<file path="src/design/adc_conversion_control_map.svh">
// Purpose: Offsets, field positions, reset values and timing figures of the converter control block
// Assumes: Register offsets are word indices; byte address is four times the index
// Notes: Definitions only
`ifndef ADC_CONVERSION_CONTROL_MAP_SVH
`define ADC_CONVERSION_CONTROL_MAP_SVH

`define IDX_CONV_CONTROL 16'hFE58
`define IDX_CONV_MODE 16'hFE59
`define IDX_RESULT_LOW 16'hFE5A
`define IDX_RESULT_HIGH 16'hFE5B
`define IDX_REF_VOLTAGE_CONTROL 16'hFEC0
`define IDX_REF_LOW_TRIM 16'hFEC1
`define IDX_ANALOG_PIN_DISABLE 16'hFEC2
`define IDX_AMPLIFIER_CONTROL 16'hFEC3
`define IDX_REF_HIGH_TRIM 16'hFEC6

`define CTRL_CHAN_HI 7
`define CTRL_CHAN_LO 4
`define CTRL_RUN 2
`define CTRL_DONE 1
`define CTRL_IRQ_EN 0
`define MODE_RES_8BIT 6
`define MODE_TM_MID 1
`define MODE_TM_LSB 0
`define LOW_TM_MSB 0
`define LOW_DATA_HI 7
`define LOW_DATA_LO 4
`define REF_CORE_ON 7
`define REF_OUTPUT_ON 6
`define REF_COMPARATOR_ON 5
`define REF_ADC_SEL 1
`define REF_LEVEL_SEL 0

`define CTRL_MASK 8'hF7
`define MODE_MASK 8'h43
`define LOW_MASK 8'hF1
`define HIGH_MASK 8'hFF
`define REF_CTRL_MASK 8'hE3
`define PIN_DISABLE_MASK 8'hFF
`define AMP_CTRL_MASK 8'hD7
`define TRIM_MASK 8'hFF

`define BYTE_RESET 8'h00
`define TRIM_RESET 8'h00

// Conversion time counted in thirds of a cycle time, one per clock
`define CONV_UNITS_12BIT 15'h0034
`define CONV_UNITS_8BIT 15'h0020
`define CONV_UNITS_EXTRA 15'h0002

`endif

</file>
<file path="src/design/adc_conversion_control_pkg.sv">
// Purpose: Types shared by the converter control block
// Assumes: Constants live in the map header
// Notes: Nothing here is imported; users write the package name
package adc_conversion_control_pkg;

    typedef enum logic {
        conv_idle,
        conv_busy
    } conv_state_t;

    typedef struct packed {
        logic write;
        logic [15:0] index;
        logic [7:0] data;
    } reg_write_t;

    typedef struct packed {
        logic twelve_bit;
        logic [2:0] ratio_code;
        logic first;
    } conv_setup_t;

    typedef struct packed {
        logic core_on;
        logic output_on;
        logic comparator_on;
        logic adc_ref_sel;
        logic ref_level_sel;
    } ref_enables_t;

endpackage

</file>
<file path="src/design/conv_timer.sv">
// Purpose: Counts out one conversion time
// Assumes: One clock is one third of a cycle time
// Notes: Abort wins over completion
`include "adc_conversion_control_map.svh"

module conv_timer (
    input logic mclk_in,
    input logic rst_in,
    input logic start_in,
    input logic abort_in,
    input adc_conversion_control_pkg::conv_setup_t setup_in,
    output logic done_out
);

    logic busy;
    logic [14:0] remaining;
    logic next_busy;
    logic [14:0] next_remaining;
    logic next_done;

    function automatic logic [14:0] conv_cycles(input adc_conversion_control_pkg::conv_setup_t s);
        logic [14:0] base;
        logic [14:0] units;
        base = s.twelve_bit ? `CONV_UNITS_12BIT : `CONV_UNITS_8BIT;
        units = (base << s.ratio_code) + `CONV_UNITS_EXTRA;
        if (s.twelve_bit && s.first) begin
            units = units << 1;
        end
        conv_cycles = units;
    endfunction

    always_comb begin
        next_busy = busy;
        next_remaining = remaining;
        next_done = 1'b0;
        if (start_in) begin
            next_busy = 1'b1;
            next_remaining = conv_cycles(setup_in) - 15'h0001;
        end else if (abort_in) begin
            next_busy = 1'b0;
        end else if (busy) begin
            if (remaining == 15'h0000) begin
                next_busy = 1'b0;
                next_done = 1'b1;
            end else begin
                next_remaining = remaining - 15'h0001;
            end
        end
    end

    always_ff @(posedge mclk_in or posedge rst_in) begin
        if (rst_in) begin
            busy <= 1'b0;
            remaining <= 15'h0000;
            done_out <= 1'b0;
        end else begin
            busy <= next_busy;
            remaining <= next_remaining;
            done_out <= next_done;
        end
    end

endmodule

</file>
<file path="src/design/ref_voltage_regs.sv">
// Purpose: Reference voltage, trim, pin disable and amplifier register bank
// Assumes: Writes arrive already decoded to a word index
// Notes: Comparator needs the core reference as well
`include "adc_conversion_control_map.svh"

module ref_voltage_regs (
    input logic mclk_in,
    input logic rst_in,
    input adc_conversion_control_pkg::reg_write_t wr_in,
    input logic [15:0] rd_index_in,
    output logic [7:0] rd_data_out,
    output logic rd_hit_out,
    output adc_conversion_control_pkg::ref_enables_t enables_out,
    output logic [7:0] low_trim_out,
    output logic [7:0] high_trim_out,
    output logic [7:0] pin_disable_out,
    output logic [7:0] amp_control_out
);

    logic [7:0] bank [0:4];
    logic [7:0] next_bank [0:4];
    adc_conversion_control_pkg::ref_enables_t next_enables;

    function automatic logic [3:0] slot_of(input logic [15:0] index);
        unique case (index)
            `IDX_REF_VOLTAGE_CONTROL: slot_of = 4'h8;
            `IDX_REF_LOW_TRIM: slot_of = 4'h9;
            `IDX_ANALOG_PIN_DISABLE: slot_of = 4'hA;
            `IDX_AMPLIFIER_CONTROL: slot_of = 4'hB;
            `IDX_REF_HIGH_TRIM: slot_of = 4'hC;
            default: slot_of = 4'h0;
        endcase
    endfunction

    function automatic logic [7:0] mask_of(input logic [2:0] slot);
        unique case (slot)
            3'h0: mask_of = `REF_CTRL_MASK;
            3'h2: mask_of = `PIN_DISABLE_MASK;
            3'h3: mask_of = `AMP_CTRL_MASK;
            default: mask_of = `TRIM_MASK;
        endcase
    endfunction

    always_comb begin
        logic [3:0] ws;
        logic [3:0] rs;
        ws = slot_of(wr_in.index);
        rs = slot_of(rd_index_in);
        for (int i = 0; i < 5; i++) begin
            next_bank[i] = bank[i];
        end
        if (wr_in.write && ws[3]) begin
            next_bank[ws[2:0]] = wr_in.data & mask_of(ws[2:0]);
        end
        rd_hit_out = rs[3];
        rd_data_out = rs[3] ? bank[rs[2:0]] : `BYTE_RESET;
        next_enables.core_on = next_bank[0][`REF_CORE_ON];
        next_enables.output_on = next_bank[0][`REF_OUTPUT_ON];
        next_enables.comparator_on = next_bank[0][`REF_COMPARATOR_ON] & next_bank[0][`REF_CORE_ON];
        next_enables.adc_ref_sel = next_bank[0][`REF_ADC_SEL];
        next_enables.ref_level_sel = next_bank[0][`REF_LEVEL_SEL];
    end

    always_ff @(posedge mclk_in or posedge rst_in) begin
        if (rst_in) begin
            bank[0] <= `BYTE_RESET;
            bank[1] <= `TRIM_RESET;
            bank[2] <= `BYTE_RESET;
            bank[3] <= `BYTE_RESET;
            bank[4] <= `TRIM_RESET;
            enables_out <= '0;
        end else begin
            for (int i = 0; i < 5; i++) begin
                bank[i] <= next_bank[i];
            end
            enables_out <= next_enables;
        end
    end

    assign low_trim_out = bank[1];
    assign pin_disable_out = bank[2];
    assign amp_control_out = bank[3];
    assign high_trim_out = bank[4];

endmodule

</file>
<file path="src/design/adc_conversion_control.sv">
// Purpose: Conversion control for the successive-approximation converter, plus reference register bank
// Assumes: Analog core result is on this clock; one clock is one third of a cycle time
// Notes: Avalon-MM slave with waitrequest, 8-bit registers in the low byte lane
//
// Chosen here: the Avalon-MM register port.
`include "adc_conversion_control_map.svh"

module adc_conversion_control (
    input logic mclk_in,
    input logic rst_in,
    input logic [17:0] avs_address_in,
    input logic avs_read_in,
    input logic avs_write_in,
    input logic [31:0] avs_writedata_in,
    input logic [3:0] avs_byteenable_in,
    output logic [31:0] avs_readdata_out,
    output logic avs_waitrequest_out,
    input logic [11:0] conv_result_in,
    output logic conv_active_out,
    output logic [3:0] analog_channel_out,
    output logic resolution_8bit_out,
    output logic conv_irq_out,
    output logic ref_core_on_out,
    output logic ref_output_on_out,
    output logic comparator_on_out,
    output logic adc_ref_sel_out,
    output logic ref_level_sel_out,
    output logic [7:0] ref_low_trim_out,
    output logic [7:0] ref_high_trim_out,
    output logic [7:0] pin_digital_disable_out,
    output logic [7:0] amplifier_control_out
);

    // Bus slave state
    logic waitrequest;
    logic [31:0] readdata;
    logic next_waitrequest;
    logic [31:0] next_readdata;

    // Conversion state
    adc_conversion_control_pkg::conv_state_t state;
    adc_conversion_control_pkg::conv_state_t next_state;
    logic [7:0] converter_control_reg;
    logic [7:0] converter_mode_reg;
    logic [7:0] result_low_byte;
    logic [7:0] result_high_byte;
    logic first_conv;
    logic conv_twelve;
    logic active;
    logic irq;
    logic [7:0] next_control;
    logic [7:0] next_mode;
    logic [7:0] next_low;
    logic [7:0] next_high;
    logic next_first;
    logic next_conv_twelve;
    logic next_active;
    logic next_irq;

    // Decode and strobes
    logic [15:0] index;
    logic [7:0] wdata;
    logic wr_accept;
    logic rd_capture;
    logic wr_control;
    logic wr_mode;
    logic wr_low;
    logic wr_high;
    logic [7:0] local_rd;
    logic local_hit;
    logic [7:0] ref_rd;
    logic ref_hit;

    // Sequencing
    logic start;
    logic abort;
    logic complete;
    logic timer_done;
    logic twelve_selected;
    adc_conversion_control_pkg::conv_setup_t setup;
    adc_conversion_control_pkg::reg_write_t ref_wr;
    adc_conversion_control_pkg::ref_enables_t ref_en;

    // Word index compare
    function automatic logic is_index(input logic [15:0] idx, input logic [15:0] target);
        is_index = (idx == target);
    endfunction

    assign index = avs_address_in[17:2];
    assign wdata = avs_writedata_in[7:0];
    // Write lands only on the edge where waitrequest is seen low
    assign wr_accept = avs_write_in && !waitrequest && avs_byteenable_in[0];
    // Latch on request edge
    assign rd_capture = avs_read_in && waitrequest;
    assign wr_control = wr_accept && is_index(index, `IDX_CONV_CONTROL);
    assign wr_mode = wr_accept && is_index(index, `IDX_CONV_MODE);
    assign wr_low = wr_accept && is_index(index, `IDX_RESULT_LOW);
    assign wr_high = wr_accept && is_index(index, `IDX_RESULT_HIGH);

    always_comb begin
        ref_wr.write = wr_accept;
        ref_wr.index = index;
        ref_wr.data = wdata;
    end

    // Bank takes all writes
    ref_voltage_regs u_ref_voltage_regs (
        .mclk_in(mclk_in),
        .rst_in(rst_in),
        .wr_in(ref_wr),
        .rd_index_in(index),
        .rd_data_out(ref_rd),
        .rd_hit_out(ref_hit),
        .enables_out(ref_en),
        .low_trim_out(ref_low_trim_out),
        .high_trim_out(ref_high_trim_out),
        .pin_disable_out(pin_digital_disable_out),
        .amp_control_out(amplifier_control_out)
    );

    // Local readback
    always_comb begin
        local_hit = 1'b1;
        unique case (index)
            `IDX_CONV_CONTROL: local_rd = converter_control_reg;
            `IDX_CONV_MODE: local_rd = converter_mode_reg;
            `IDX_RESULT_LOW: local_rd = result_low_byte;
            `IDX_RESULT_HIGH: local_rd = result_high_byte;
            default: begin
                local_hit = 1'b0;
                local_rd = `BYTE_RESET;
            end
        endcase
    end

    // Fixed one-wait-state answer; unmapped reads give zero
    always_comb begin
        next_waitrequest = !((avs_read_in || avs_write_in) && waitrequest);
        next_readdata = readdata;
        if (rd_capture) begin
            if (local_hit) begin
                next_readdata = {24'h000000, local_rd};
            end else if (ref_hit) begin
                next_readdata = {24'h000000, ref_rd};
            end else begin
                next_readdata = 32'h00000000;
            end
        end
    end

    always_ff @(posedge mclk_in or posedge rst_in) begin
        if (rst_in) begin
            waitrequest <= 1'b1;
            readdata <= 32'h00000000;
        end else begin
            waitrequest <= next_waitrequest;
            readdata <= next_readdata;
        end
    end

    // Mode bit high is eight-bit
    assign twelve_selected = !converter_mode_reg[`MODE_RES_8BIT];
    // Busy ignores run rewrites
    assign start = (state == adc_conversion_control_pkg::conv_idle) && converter_control_reg[`CTRL_RUN];
    // Run cleared while busy
    assign abort = (state == adc_conversion_control_pkg::conv_busy) && !converter_control_reg[`CTRL_RUN];
    // Abort beats completion
    assign complete = (state == adc_conversion_control_pkg::conv_busy) && timer_done && !abort;

    // Code spans two registers
    always_comb begin
        setup.twelve_bit = twelve_selected;
        setup.ratio_code = {result_low_byte[`LOW_TM_MSB],
                            converter_mode_reg[`MODE_TM_MID],
                            converter_mode_reg[`MODE_TM_LSB]};
        setup.first = first_conv;
    end

    // Timer owns the count
    conv_timer u_conv_timer (
        .mclk_in(mclk_in),
        .rst_in(rst_in),
        .start_in(start),
        .abort_in(abort),
        .setup_in(setup),
        .done_out(timer_done)
    );

    // Abort and end go idle
    always_comb begin
        next_state = state;
        unique case (state)
            adc_conversion_control_pkg::conv_idle: begin
                if (start) begin
                    next_state = adc_conversion_control_pkg::conv_busy;
                end
            end
            adc_conversion_control_pkg::conv_busy: begin
                if (abort || complete) begin
                    next_state = adc_conversion_control_pkg::conv_idle;
                end
            end
        endcase
    end

    // Done may be written too
    always_comb begin
        next_control = converter_control_reg;
        if (wr_control) begin
            next_control = wdata & `CTRL_MASK;
        end
        // Completion after the write so an event in the clearing cycle survives
        if (complete) begin
            next_control[`CTRL_RUN] = 1'b0;
            next_control[`CTRL_DONE] = 1'b1;
        end
        next_irq = next_control[`CTRL_DONE] && next_control[`CTRL_IRQ_EN];
    end

    // 12-to-8 keeps marker
    always_comb begin
        next_mode = converter_mode_reg;
        next_first = first_conv;
        if (complete && conv_twelve) begin
            next_first = 1'b0;
        end
        if (wr_mode) begin
            next_mode = wdata & `MODE_MASK;
            if (converter_mode_reg[`MODE_RES_8BIT] && !wdata[`MODE_RES_8BIT]) begin
                next_first = 1'b1;
            end
        end
    end

    // Width latched at start
    always_comb begin
        next_low = result_low_byte;
        next_high = result_high_byte;
        next_conv_twelve = conv_twelve;
        if (start) begin
            next_conv_twelve = twelve_selected;
        end
        if (wr_low) begin
            next_low = wdata & `LOW_MASK;
        end
        if (wr_high) begin
            next_high = wdata & `HIGH_MASK;
        end
        // Converter output only trusted at completion
        if (complete) begin
            next_high = conv_result_in[11:4];
            if (conv_twelve) begin
                next_low[`LOW_DATA_HI:`LOW_DATA_LO] = conv_result_in[3:0];
            end
        end
        next_active = (next_state == adc_conversion_control_pkg::conv_busy);
    end

    // Sequencing
    always_ff @(posedge mclk_in or posedge rst_in) begin
        if (rst_in) begin
            state <= adc_conversion_control_pkg::conv_idle;
            active <= 1'b0;
        end else begin
            state <= next_state;
            active <= next_active;
        end
    end

    // Control
    always_ff @(posedge mclk_in or posedge rst_in) begin
        if (rst_in) begin
            converter_control_reg <= `BYTE_RESET;
            irq <= 1'b0;
        end else begin
            converter_control_reg <= next_control;
            irq <= next_irq;
        end
    end

    // Mode
    always_ff @(posedge mclk_in or posedge rst_in) begin
        if (rst_in) begin
            converter_mode_reg <= `BYTE_RESET;
            first_conv <= 1'b1;
        end else begin
            converter_mode_reg <= next_mode;
            first_conv <= next_first;
        end
    end

    // Results
    always_ff @(posedge mclk_in or posedge rst_in) begin
        if (rst_in) begin
            result_low_byte <= `BYTE_RESET;
            result_high_byte <= `BYTE_RESET;
            conv_twelve <= 1'b0;
        end else begin
            result_low_byte <= next_low;
            result_high_byte <= next_high;
            conv_twelve <= next_conv_twelve;
        end
    end

    // All outputs registered
    assign avs_readdata_out = readdata;
    assign avs_waitrequest_out = waitrequest;
    assign conv_active_out = active;
    assign analog_channel_out = converter_control_reg[`CTRL_CHAN_HI:`CTRL_CHAN_LO];
    assign resolution_8bit_out = converter_mode_reg[`MODE_RES_8BIT];
    assign conv_irq_out = irq;
    assign ref_core_on_out = ref_en.core_on;
    assign ref_output_on_out = ref_en.output_on;
    assign comparator_on_out = ref_en.comparator_on;
    assign adc_ref_sel_out = ref_en.adc_ref_sel;
    assign ref_level_sel_out = ref_en.ref_level_sel;

endmodule

</file>
<file path="config.mk">
export PLATFORM = sky130hd
export DESIGN_NAME = adc_conversion_control
export DESIGN_NICKNAME = d
export VERILOG_FILES = /design/src/design/adc_conversion_control_pkg.sv /design/src/design/conv_timer.sv /design/src/design/ref_voltage_regs.sv /design/src/design/adc_conversion_control.sv
export VERILOG_INCLUDE_DIRS = /design/src /design/src/design
export SDC_FILE = /design/constraint.sdc
export NUM_CORES = 1
export LEC_CHECK = 0
export ABC_AREA = 1
export BUFFER_PORTS_ARGS = -buffer_cell sky130_fd_sc_hd__buf_2
export CAP_MARGIN = 20
export CORE_ASPECT_RATIO = 0.9
export CORE_MARGIN = 2
export CORE_UTILIZATION = 40
export DETAILED_ROUTE_END_ITERATION = 7
export SYNTH_ARGS = -nofsm -noshare
export SYNTH_HDL_FRONTEND = slang
export SYNTH_SLANG_ARGS = --single-unit
</file>
<file path="constraint.sdc">
create_clock -name mclk_in -period 3.3 [get_ports mclk_in]
set_clock_uncertainty 0.1 [all_clocks]
set_input_delay 0.33 -clock mclk_in [delete_from_list [all_inputs] [get_ports mclk_in]]
set_output_delay 0.33 -clock mclk_in [all_outputs]
set_load 0.02 [all_outputs]
</file>
# After elaboration in Yosys (flattened, before gate mapping)
# Index checks and enable logic that the tools add are counted.
[word_totals]
latchBits = 0
reg_bits = 122
n_memories = 0
ram_bits = 0
out_inout_bits = 77
romBits = 0
inputBits = 70
[classes]
div_mod_pow = 0
n_eq_ne = 12
muxes = 42
n_addsub = 3
n_reduce_logical = 33
n_lt_le_gt_ge = 2
shift = 1
bitwise = 4
mul = 0
[op_table]
columns = ["op", "count"]
rows = [
  ["$eq A16 B16 Y1 const B", 9],
  ["$mux W15", 6],
  ["$mux W8", 8],
  ["$bwmux W40", 1],
  ["$mux W40", 1],
  ["$mux W32", 1],
  ["$pmux W8 S4", 1],
  ["$sub A15 B1 Y15 const B", 2],
  ["$bmux W8 S3", 1],
  ["$demux W8 S3", 1],
  ["$pmux W4 S5", 1],
  ["$logic_and A1 B1 Y1", 18],
  ["$add A15 B2 Y15 const B", 1],
  ["$logic_not A15 Y1", 1],
  ["$shl A15 B3 Y15", 1],
  ["$mux W1", 14],
  ["$pmux W6 S2", 1],
  ["$and A8 B8 Y8", 1],
  ["$mux W4", 2],
  ["$logic_not A1 Y1", 6],
  ["$reduce_bool A2 Y1", 3],
  ["$mux W5", 1],
  ["$ge A4 B4 Y1 const B", 1],
  ["$lt A4 B1 Y1 const B", 1],
  ["12 further kinds", 14],
]

# Depth between registers and ports, before layout
# Gate-level depths: netlist of the first run.
[depth]
ltp_word = 10
mapped_depth = 14
ltp_nobuf = 13

# Hierarchy
# From an unflattened synthesis of the first run, not the netlist that was laid out.
[unflattened]
hier_cells = 946
hier_area_um2 = 6606.3
[modules_own_cells]
columns = ["module", "n_inst", "seq_area_each_um2", "cells_each", "area_each_um2"]
rows = [
  ["ref_voltage_regs", 1, 1026.0, 367, 2672.6],
  ["adc_conversion_control", 1, 903.4, 327, 2301.0],
  ["conv_timer", 1, 425.4, 252, 1632.8],
]

# Worst setup path after synthesis of the first run
# Ideal clock, no wire load.
[synth_path]
path_type = "reg-to-reg"
startpoint = "reg conv_active_out (netlist name)"
endpoint = "reg u_conv_timer.remaining[12]"
stages_incl_launch_ff = 12
slack_ns = 1.188
n_path_buf = 1
synth_period_minus_slack_ns = 2.112
arrival_time_ns = 1.894
path_cell_list = "dfrtp_1 inv_2 nand2_4 buf_4 a21oi_1 ha_1 a21boi_1 nand3_2 nor2_4 nand4_1 nand3_1 nand2_1"
[synth_lines]
columns = ["item", "line", "source"]
rows = [
  ["end signal: assignment", "conv_timer.sv:58", "remaining <= next_remaining;"],
  ["end: declaration", "conv_timer.sv:16", "logic [14:0] remaining;"],
]

# Worst setup path in the final report of the first run
[layout_path]
startpoint = "reg first_conv"
endpoint = "reg u_conv_timer.remaining[12]"
[layout_via]
elab_chain_cells = 5
[layout_rtl]
columns = ["item", "line", "source"]
rows = [
  ["start: declaration", "adc_conversion_control.sv:47", "logic first_conv;"],
  ["start signal: assignment", "adc_conversion_control.sv:288", "first_conv <= next_first;"],
  ["$logic_and A1 B1 Y1", "conv_timer.sv:26", "if (s.twelve_bit && s.first) begin"],
  ["$mux W15", "conv_timer.sv:26", ""],
  ["$mux W15", "conv_timer.sv:36", "if (start_in) begin"],
  ["$sub A15 B1 Y15", "conv_timer.sv:38", "next_remaining = conv_cycles(setup_in) - 15'h0001;"],
  ["$mux W15", "conv_timer.sv:36", ""],
]
# No other way between the ends. The select of a mux whose other input is x is not followed.
# A chain may end at the register's enable or synchronous reset.

==> results of run 1 <==
-- worst max-delay path, stage by stage, from the launching register on --
cell and delay (ps):
dfstp_2 560, inv_1 70, nor2_2 190, nor2_8 80
a21oi_1 130, ha_1 210, a21boi_1 240, nand3_2 170
nor2_4 170, nand4_1 100, nand3_1 100, nand2_1 60
-- cell families (layout without fill, tap and decap cells) --
logic type      after synthesis  in the layout  share of synthesized area [%]
compound gates               98             98                          10.17
flops                        94             94                          40.91
buf+inv                     157            191                          15.11
simple gates                424            424                          33.33
mux                           1              1                         0.1956
fa+ha+maj                     1              1                         0.2174
other cells                   1             24                        0.06515
-- Yosys cell counts (5+ instances only) --
cell type  number  share of area [%]
nand2_1       205                 13
buf_2          14                1.2
dfrtp_1        92                 40
o21ai_1        35                3.0
buf_4          62                8.1
nor2_2         10                1.1
nand3_1        67                5.8
nor2_1         91                5.9
nand2_2         5               0.54
inv_2          20                1.3
nor3_1          9               0.78
nand4_1        15                1.6
inv_1          54                3.5
nor2_4          5               0.98
a21oi_1         5               0.43
o21ai_2         5               0.76
o211ai_1        7               0.91
o21ai_0        25                2.2
a31oi_1         9               0.98
-- cells in the final DEF, fill, tap and decap left out, types with 6 or more instances in the layout --
cell | netlist | final
inv_1 | 54 | 53
nand2_1 | 205 | 205
buf_2 | 14 | 93
o21ai_1 | 35 | 35
nand3_1 | 67 | 67
nor3_1 | 9 | 9
nand4_1 | 15 | 15
nor2_1 | 91 | 91
inv_2 | 20 | 20
o211ai_1 | 7 | 7
buf_4 | 62 | 6
conb_1 | 1 | 24
dfrtp_1 | 92 | 92
clkbuf_16 | 0 | 9
nor2_2 | 10 | 10
o21ai_0 | 25 | 25
a31oi_1 | 9 | 9
-- power by group through the flow --
stage	Sequential [mW]	Combinational, mW	Clock [mW]
after floorplan	1.23	0.127	0
after global placement	1.21	0.213	0
after detailed placement	1.21	0.214	0
after CTS	1.19	0.215	1.12
after global routing	1.19	0.237	1.17
final	1.19	0.213	1.10
-- cell type report --
class	instances	area share (%)
Multi-Input combinational cell	548	41.38
Sequential cell	94	37.22
Timing Repair Buffer	100	8.228
Inverter	75	4.490
Clock buffer	11	3.837
Tap cell	193	3.817
Clock inverter	5	1.028
-- per-stage QoR --
step	total power [mW]	utilization [%]
finish	2.501	45.01
floorplan	1.361	-
global route	2.598	45.01
detailed placement	1.425	42.75
global placement	1.423	42.75
CTS	2.526	45.01
-- timing repair --
item                      4_1_cts  5_1_grt
gates resized for setup         0        0
hold endpoints to repair       17        0
hold buffers                    1        0
-- routing by layer --
layer	wire, um	global-route usage, %	vias up
li1	-	-	2526
met1	7577	31.83	2397
met4	155	3.657	0
met2	6656	29.84	170
met5	0	0	-
met3	1052	5.000	15
-- worst max-delay path by stage --
| stage | cells after the start | slack [ps] | startpoint | end |
|---|---|---|---|---|
| 5_1_grt | 11 | 840 | first_conv | u_conv_timer.remaining[10] |
| 6_report | 11 | 1010 | first_conv | u_conv_timer.remaining[12] |
| 3_5_place_dp | 11 | 930 | avs_address_in[4] | u_ref_voltage_regs.enables_out[2] |
| 4_1_cts | 11 | 1020 | first_conv | u_conv_timer.remaining[10] |
| 2_1_floorplan | 1 | 420 | rst_in | avs_readdata_out[0] |
| 3_3_place_gp | 11 | 950 | avs_address_in[5] | u_ref_voltage_regs.enables_out[2] |
==> reports/qor.yml, run 1 <==
routed_wl_um: 15440
syn2layout_area_growth_pct: 9.913
hold_slack_ps: 51.83
reg2reg_from: "first_conv"
p_clk_share_pct: 44.0
power_switching_uw: 646.7
hp-class: "input pin to flop"
start_kind: "flop"
cp-end-kind: "flop"
power.density_mw_per_mm2: 395.3
route.detailed.drc: 0
rows: 41
initial_core_util_pct: 40.95
synth_cell_type_count: 44
path_class: "flop to flop"
drt_first_pass_iters: 5
pin_count: 147
drive_above_1_share_pct: 21.37
final-max-slew-violation-count: 0
core_area_mm2: 0.01406
antenna_cells: 0
seqPwrFrac_pct: 47.5
worstPathRequired_ps: 3440
fp.dieW_um: 130.4
synth_area_mm2: 0.005756
cts_tree: "done"
dp_hpwl_um: 11740
cts_buffers: 9
grt_pass1_vias: 4670
worstRegToRegCells: 11
drt_iter0_drc: 376
p_leak_nw: 3.203
combPwrFrac_pct: 8.5
crit_arrival_ps: 2430
seqCellArea_mm2: 0.002355
syn_area_per_cell_um2: 7.417
grt_pass1_wl_um: 24640
worstHoldPathCells: 2
post_drt_wl_per_cell_um: 15.05
antenna_found_initial: 0
ff2ff_setup_slack_ps: 1010
period_needed_ps: 2290
ir_drop_v: 0.0002467
ys_ff_latch: 94
via_per_inst: 4.979
synth_warnings: 0
worstHoldStart: "avs_read_in"
track_usage_pct: 20.70
hold-path-endpoint: "avs_waitrequest_out"
synthFlopType: "dfrtp_1"
largest_reg_flops: 15
period_share_pct: 69.38
fillers: 1520
cts_setup_buffers: 0
stdcell_area_mm2: 0.006326
dp.cells: 1009
dpl_cell_area_mm2: 0.006008
pre_cts_slack_ps: 933.4
async_flop_share_pct: 100.0
clockBufferDepth: 2
cp_max_fo: 9
die_area_mm2: 0.01537
fin_nets: 899
fmax_mhz: 436.7
regMostFlops: "u_conv_timer.remaining"
place.gp.congestion: 0.8684
port_buffers: 93
cts-root-buf: "clkbuf_16"
synth-edff-count: 0
intPower_mw: 1.854
multi_input_area_mm2: 0.002618
slew_headroom_pct: 48.94
syn_inst: 776
hold_violations: 0
routed-via-count: 5108
tightest_slew_ps: 763.0
rsz0062_at_grt: "no"
htreeDepth: 3
fin_ws_ps: 1010
r2r_end: "u_conv_timer.remaining[12]"
maxCapViolations: 0
clock_sinks: 94
clk_latency_ps: 360
overflow: 0
ant_nets: 0
setup_viol: 0
fin_setup_tns_ps: 0
grt_max_degree: 52
yosysSeqAreaShare_pct: 40.91
path_clk_slew_ps: 70
die_y_um: 117.8
stdcell_count: 1026
status: "completed"
switching_share_pct: 25.86
Power figures use the tool's default switching activity.
==> run 2, diff against run 1 <==
- ABC_AREA: 1 -> 0
- clock period: 3.3 -> 2.36 ns (I/O delays scaled with it)
==> run 2 against run 1 <==
Setup slack worse by 1000 ps; first-iteration DRC count down 24%; routed wire length fell by 9.5%; critical endpoint is now u_conv_timer.remaining[14]; largest cell class unchanged.
==> reports/qor.yml, run 2 <==
die_area_mm2: 0.01490  # -3.0%
antenna_cells: 0  # unchanged
clk_latency_ps: 360  # about the same
synth_top_area_share_pct: 41.29  # +1.3 points
grt_pass1_vias: 4302  # -7.9%
cts_buffers: 9  # unchanged
drt_first_pass_iters: 4  # -1
port_buffers: 93  # unchanged
rsz0062_at_grt: "yes"
worstPathRequired_ps: 2550  # -890 ps
r2r_end: "u_conv_timer.remaining[14]"
status: "completed"
cp_cell_sequence: "nor2b_4 > nor2_2 > a21oi_2 > ha_2 > inv_2 > a21oi_2 > nand2_2 > or3_4 > or4_4 > a21oi_2"
synthTopCellsByArea: "dfrtp_1 41%, mux2_2 9.1%, buf_4 8.1%, o21ai_0 4.9%, mux2i_1 4.5%"
async_flop_share_pct: 100.0  # unchanged
fin_util_pct: 49.70  # +4.7 points
routed-via-count: 4479  # -12%
regMostFlops: "u_conv_timer.remaining"
start_kind: "flop"
yosysSeqAreaShare_pct: 42.24  # +1.3 points
ys_ff_latch: 94  # unchanged
grt_pass1_wl_um: 22180  # -10%
synth-edff-count: 0  # unchanged
routed_wl_um: 13970  # -9.5%
synth_top_family_by_area: "multiplexers"
synth_mux_area_share_pct: 14.65  # +14 points
pin_count: 147  # unchanged
fillers: 1227  # -19%
largest_reg_flops: 15  # unchanged
post_drt_wl_per_cell_um: 16.47  # +9.4%
synthFlopType: "dfrtp_1"
cts-root-buf: "clkbuf_16"
ff2ff_setup_slack_ps: 10  # -1000 ps
place.gp.congestion: 0.8333  # -4.0%
reg2reg_from: "first_conv"
htreeDepth: 3  # unchanged
antenna_found_initial: 0  # unchanged
use_met2_pct: 28.69  # -1.2 points
drt_iter0_drc: 284  # -24%
synth-compound-area-share_pct: 14.18  # +4.0 points
tightest_slew_ps: 609.1  # -153.9 ps
yosysMostFrequentCell: "dfrtp_1"
path_class: "flop to flop"
crit_slowest_cell: "dfstp_2"
cp_max_fo: 4  # -5
ant_nets: 0  # unchanged
crit_arrival_ps: 2540  # +110 ps
grt_max_degree: 75  # +44%
synth_warnings: 0  # unchanged
synthXorXnorAreaFrac_pct: 2.513  # +2.5 points
cp-end-kind: "flop"
cp-startpoint: "first_conv"
power.density_mw_per_mm2: 555.4  # +41%
cts_tree: "done"
drive_above_1_share_pct: 36.18  # +15 points
period_share_pct: 99.52  # +30 points
p_leak_nw: 3.145  # -1.8%
route.detailed.drc: 0  # unchanged
period_needed_ps: 2349  # +59.05 ps
via_per_inst: 5.282  # +6.1%
synth_cell_type_count: 60  # +36%
synth_common_cells: "92 x dfrtp_1, 60 x buf_4, 55 x o21ai_0, 52 x nand2_1, 45 x mux2_2"
rows: 40  # -2.4%
grt_busiest_layer: "met2"
final_common_cell: "buf_2"
dp_hpwl_um: 10470  # -11%
slew_headroom_pct: 58.88  # +9.9 points
stdcell_count: 848  # -17%
setup_viol: 0  # unchanged
crit_top_cell: "a21oi_2"
overflow: 0  # unchanged
syn_area_per_cell_um2: 9.596  # +29%
maxCapViolations: 0  # unchanged
synthAdderAreaFrac_pct: 0.2244  # +0.0070 points
layout_common_cells: "93 x buf_2, 90 x dfrtp_1, 54 x o21ai_0"
syn2layout_area_growth_pct: 20.02
dp.cells: 826  # -18%
grt_util_met1_pct: 27.26  # -4.6 points
crit_end: "u_conv_timer.remaining[14]"
core_area_mm2: 0.01346  # -4.2%
fp.dieW_um: 128.4  # -1.5%
synth_area_mm2: 0.005575  # -3.1%
syn_inst: 581  # -25%
hp-class: "input pin to flop"
fin_nets: 747  # -17%
track_usage_pct: 19.19  # -1.5 points
final-max-slew-violation-count: 0  # unchanged
synth-simple-area-share_pct: 14.43  # -19 points
grt_use_met3_pct: 4.801  # -0.20 points
fmax_mhz: 425.8  # -2.5%
worstRegToRegCells: 10  # -1
die_y_um: 116  # -1.5%
initial_core_util_pct: 41.41  # +0.47 points
synth.largest_area_cell: "dfrtp_1"
path_clk_slew_ps: 70  # about the same
clock_sinks: 94  # unchanged
clockBufferDepth: 2  # unchanged
slowest_delay_ps: 550  # about the same
hold_violations: 0  # unchanged
ir_drop_v: 0.0003464  # +40%
## run 2: changes by cell type after synthesis, moves of 35 or more
cell | before | now
nand3_1 | 67 | 8
nor2_1 | 91 | 28
o21ai_1 | 35 | 0
mux2_2 | 0 | 45
nand2_1 | 205 | 52
## run 2: worst max-delay path: cells and delay by family (launching register included)
| kind | cells | cell delay [ps] |
|---|---|---|
| AND/OR/NAND/NOR | 5 | 1100 |
| adder cells (fa/ha/maj) | 1 | 180 |
| buffers and inverters | 1 | 40 |
| flip-flops | 1 | 550 |
| AO/OA/AOI/OAI | 3 | 320 |
## run 2: cell families after synthesis
family	after synthesis
other	1
buffers and inverters	112
AOI/OAI and AO/OA	131
adders and majority gates	1
DFF	94
muxes	73
and+or+nand+nor	153
xor gates and xnor gates	16
## run 2: through the flow
| step | worst slack (ps) | TNS (ps) | power, mW | area, um2 | hold WS, ps |
|---|---|---|---|---|---|
| final | 11.29 | 0 | 3.717 | 6691 | 1.090 |
| after CTS | -4.269 | -4.269 | 3.736 | 6649 | 1.265 |
| after floorplan | -330.7 | -468.3 | 2.147 | 5729 | 199.0 |
| after global routing | -136.8 | -306.3 | 3.898 | 6691 | 4.918 |
| after detailed placement | -89.94 | -1435 | 2.316 | 6291 | 190.5 |
| after global placement | -92.32 | -1614 | 2.303 | 6291 | 184.3 |
## run 2: repair_timing
action | in CTS | in global routing
gates cloned | 0 | 0
endpoints found under the setup margin | 3 | 11
gates resized for setup | 4 | 9
pin swaps | 2 | 2
hold endpoints to repair | 24 | 0
setup buffers | 0 | 1
hold buffers | 6 | 0
## run 2: power by group
part	internal [mW]	switching [mW]	total [mW]
Combinational	0.229	0.307	0.536
Sequential	1.69	0.0902	1.78
Clock	0.748	0.649	1.40
## run 2: worst min path at each step
| stage | start | endpoint | slack, ps | cells after the start |
|---|---|---|---|---|
| 6_report | conv_result_in[7] | result_high_byte[3] | 1 | 3 |
| 5_1_grt | conv_result_in[7] | result_high_byte[3] | 5 | 3 |
| 4_1_cts | conv_result_in[7] | result_high_byte[3] | 1 | 3 |
| 3_5_place_dp | rst_in | result_low_byte[5] | 190 | 2 |
| 3_3_place_gp | rst_in | result_low_byte[5] | 180 | 2 |
| 2_1_floorplan | avs_read_in | avs_waitrequest_out | 200 | 1 |
## run 2: metal layers
layer	vias to the layer above	routed length, um
li1	2136	-
met1	2186	6682
met2	141	6230
met3	16	815
met4	0	240
met5	-	0
## run 2: layout make-up
cell class	count	area, um2	area share, %
multi-input cells	398	2740	40.95
flip-flops and latches	94	2357	35.23
repair buffers	151	1016	15.18
clock buffers	10	239.0	3.571
well taps	168	210.2	3.141
inverters	22	86.33	1.290
clock inverters	5	42.54	0.6358
==> run 3, diff against run 2 <==
- ABC_AREA: 0 -> 1
==> run 3 against run 2 <==
Register-to-register slack improved by 160 ps; clock power barely moved; flip-flop and latch count did not move; critical endpoint is now u_conv_timer.remaining[10]; highest routed layer unchanged.
==> reports/qor.yml, run 3 (synthesis results as in run 1) <==
clockBufferDepth: 2  # unchanged
largest_reg_flops: 15  # unchanged
clk_latency_ps: 350  # about the same
path_clk_slew_ps: 70  # about the same
power.density_mw_per_mm2: 523.3  # -5.8%
worstHoldPathCells: 3  # unchanged
routed_wl_um: 15620  # +12%
die_area_mm2: 0.01537  # +3.1%
track_usage_pct: 21.01  # +1.8 points
grt_max_degree: 45  # -40%
regMostFlops: "u_conv_timer.remaining"
clock_sinks: 94  # unchanged
route.detailed.drc: 0  # unchanged
start_kind: "flop"
grt_pass1_vias: 4753  # +10%
ir_drop_v: 0.0003316  # -4.3%
syn2layout_area_growth_pct: 11.89
drt_iter0_drc: 461  # +62%
dp.cells: 1020  # +23%
final-max-slew-violation-count: 0  # unchanged
hold_violations: 0  # unchanged
dp_hpwl_um: 12050  # +15%
stdcell_area_mm2: 0.006440  # -3.8%
rows: 41  # +2.5%
period_needed_ps: 2193  # -155.3 ps
drt_first_pass_iters: 6  # +2
port_buffers: 93  # unchanged
layout_common_cells: "205 x nand2_1, 93 x buf_2, 92 x dfrtp_1"
path_class: "flop to flop"
p_leak_nw: 3.266  # +3.8%
stdcell_count: 1039  # +23%
slew_headroom_pct: 58.72  # -0.16 points
routed-via-count: 5107  # +14%
fin_nets: 912  # +22%
maxCapViolations: 0  # unchanged
antenna_found_initial: 0  # unchanged
fp.dieW_um: 130.4  # +1.6%
period_share_pct: 92.94  # -6.6 points
status: "completed"
final_common_cell: "nand2_1"
setup_viol: 0  # unchanged
hp-class: "input pin to flop"
crit_arrival_ps: 2340  # -200 ps
fmax_mhz: 455.9  # +7.1%
dpl_cell_area_mm2: 0.006105  # -3.0%
hold-path-endpoint: "result_high_byte[5]"
crit_top_cell: "nor2_4"
ant_nets: 0  # unchanged
via_per_inst: 4.915  # -6.9%
worstHoldStart: "conv_result_in[9]"
grt_pass1_wl_um: 24790  # +12%
overflow: 0  # unchanged
die_y_um: 117.8  # +1.5%
worstPathRequired_ps: 2510  # -40 ps
cts_buffers: 9  # unchanged
cp_cell_sequence: "inv_1 > nor2_4 > nor2_8 > a21oi_1 > ha_2 > a21boi_4 > nand3_4 > nor2_4 > nand4_1 > nand3_1 > nand2_1"
crit_slowest_cell: "dfstp_2"
antenna_cells: 0  # unchanged
reg2reg_from: "first_conv"
initial_core_util_pct: 40.95  # -0.47 points
ff2ff_setup_slack_ps: 170  # +160 ps
cp-end-kind: "flop"
drive_above_1_share_pct: 22.46  # -14 points
cp_max_fo: 9  # +5
core_area_mm2: 0.01406  # +4.4%
place.gp.congestion: 0.9019  # +8.2%
cts_tree: "done"
cts-root-buf: "clkbuf_16"
pin_count: 147  # unchanged
r2r_end: "u_conv_timer.remaining[10]"
worstRegToRegCells: 11  # +1
slowest_delay_ps: 560  # about the same
post_drt_wl_per_cell_um: 15.03  # -8.7%
htreeDepth: 3  # unchanged
tightest_slew_ps: 619.2  # +10.09 ps
-- run 3: changes by cell type in the layout (fill, tap and decap cells not counted), moves of 10 or more --
cell / change
nand2_1: +155
nor2_1: +65
nand3_1: +59
mux2_2: -45
o21ai_1: +34
inv_1: +33
a21oi_1: -29
o21ai_0: -29
buf_4: -28
mux2i_1: -25
inv_2: +19
nand4_1: +11
nor2b_1: -10
-- run 3: how the worst max path moves through the flow --
stage / endpoint / start / slack [ps] / depth (start not counted)
finish: u_conv_timer.remaining[10] / first_conv / 170 / 11
global route: u_conv_timer.remaining[11] / converter_mode_reg[0] / -8 / 11
CTS: u_conv_timer.remaining[10] / first_conv / 60 / 11
detailed placement: u_conv_timer.remaining[10] / first_conv / 70 / 11
global placement: u_conv_timer.remaining[12] / first_conv / 90 / 11
floorplan: u_conv_timer.remaining[12] / conv_active_out / 250 / 11
-- run 3: repair_timing --
action / CTS / global route
resized for setup: 0 / 5
endpoints found under the hold margin: 21 / 0
hold buffers: 3 / 0
buffers inserted: 0 / 0
setup endpoints to repair: 0 / 4
-- run 3: layout make-up --
cell class	instances	area (um2)
Inverter	75	285.3
Clock buffer	13	260.3
Tap cell	193	241.5
Timing Repair Buffer	113	635.6
Fill cell	1440	7616
Sequential cell	94	2355
Multi-Input combinational cell	548	2644
Clock inverter	3	18.77
-- run 3: per-layer routing --
| layer | vias to the layer above | GRT usage (%) | part of all wire, % |
|---|---|---|---|
| met3 | 12 | 6.409 | 7.4 |
| met1 | 2353 | 30.79 | 49 |
| met2 | 180 | 30.60 | 43 |
| met5 | - | 0 | 0 |
| met4 | 0 | 4.588 | 1.2 |
| li1 | 2562 | - | - |
-- run 3: per-stage QoR --
step	total power, mW	hold WS [ps]	setup TNS, ps	utilization (%)	worst slack (ps)
6_report	3.370	54.37	0	45.82	166.6
5_1_grt	3.506	57.41	-12.33	45.82	-7.609
3_3_place_gp	1.997	210.8	0	43.43	94.80
3_5_place_dp	1.999	218.9	0	43.43	65.83
2_1_floorplan	1.904	199.0	0	-	248.3
4_1_cts	3.407	43.15	0	45.63	64.75
-- run 3: worst max-delay path, delay by kind of cell, from the launching register on --
family | cells | cell delay [ps]
AOI/OAI and AO/OA | 2 | 340
adders and majority gates | 1 | 210
buffers and inverters | 1 | 80
DFF | 1 | 560
and+or+nand+nor | 7 | 780
-- run 3: power breakdown --
group | internal, mW | switching [mW] | total, mW
logic | 0.0912 | 0.216 | 0.307
clock network | 0.772 | 0.626 | 1.40
registers | 1.65 | 0.0187 | 1.66
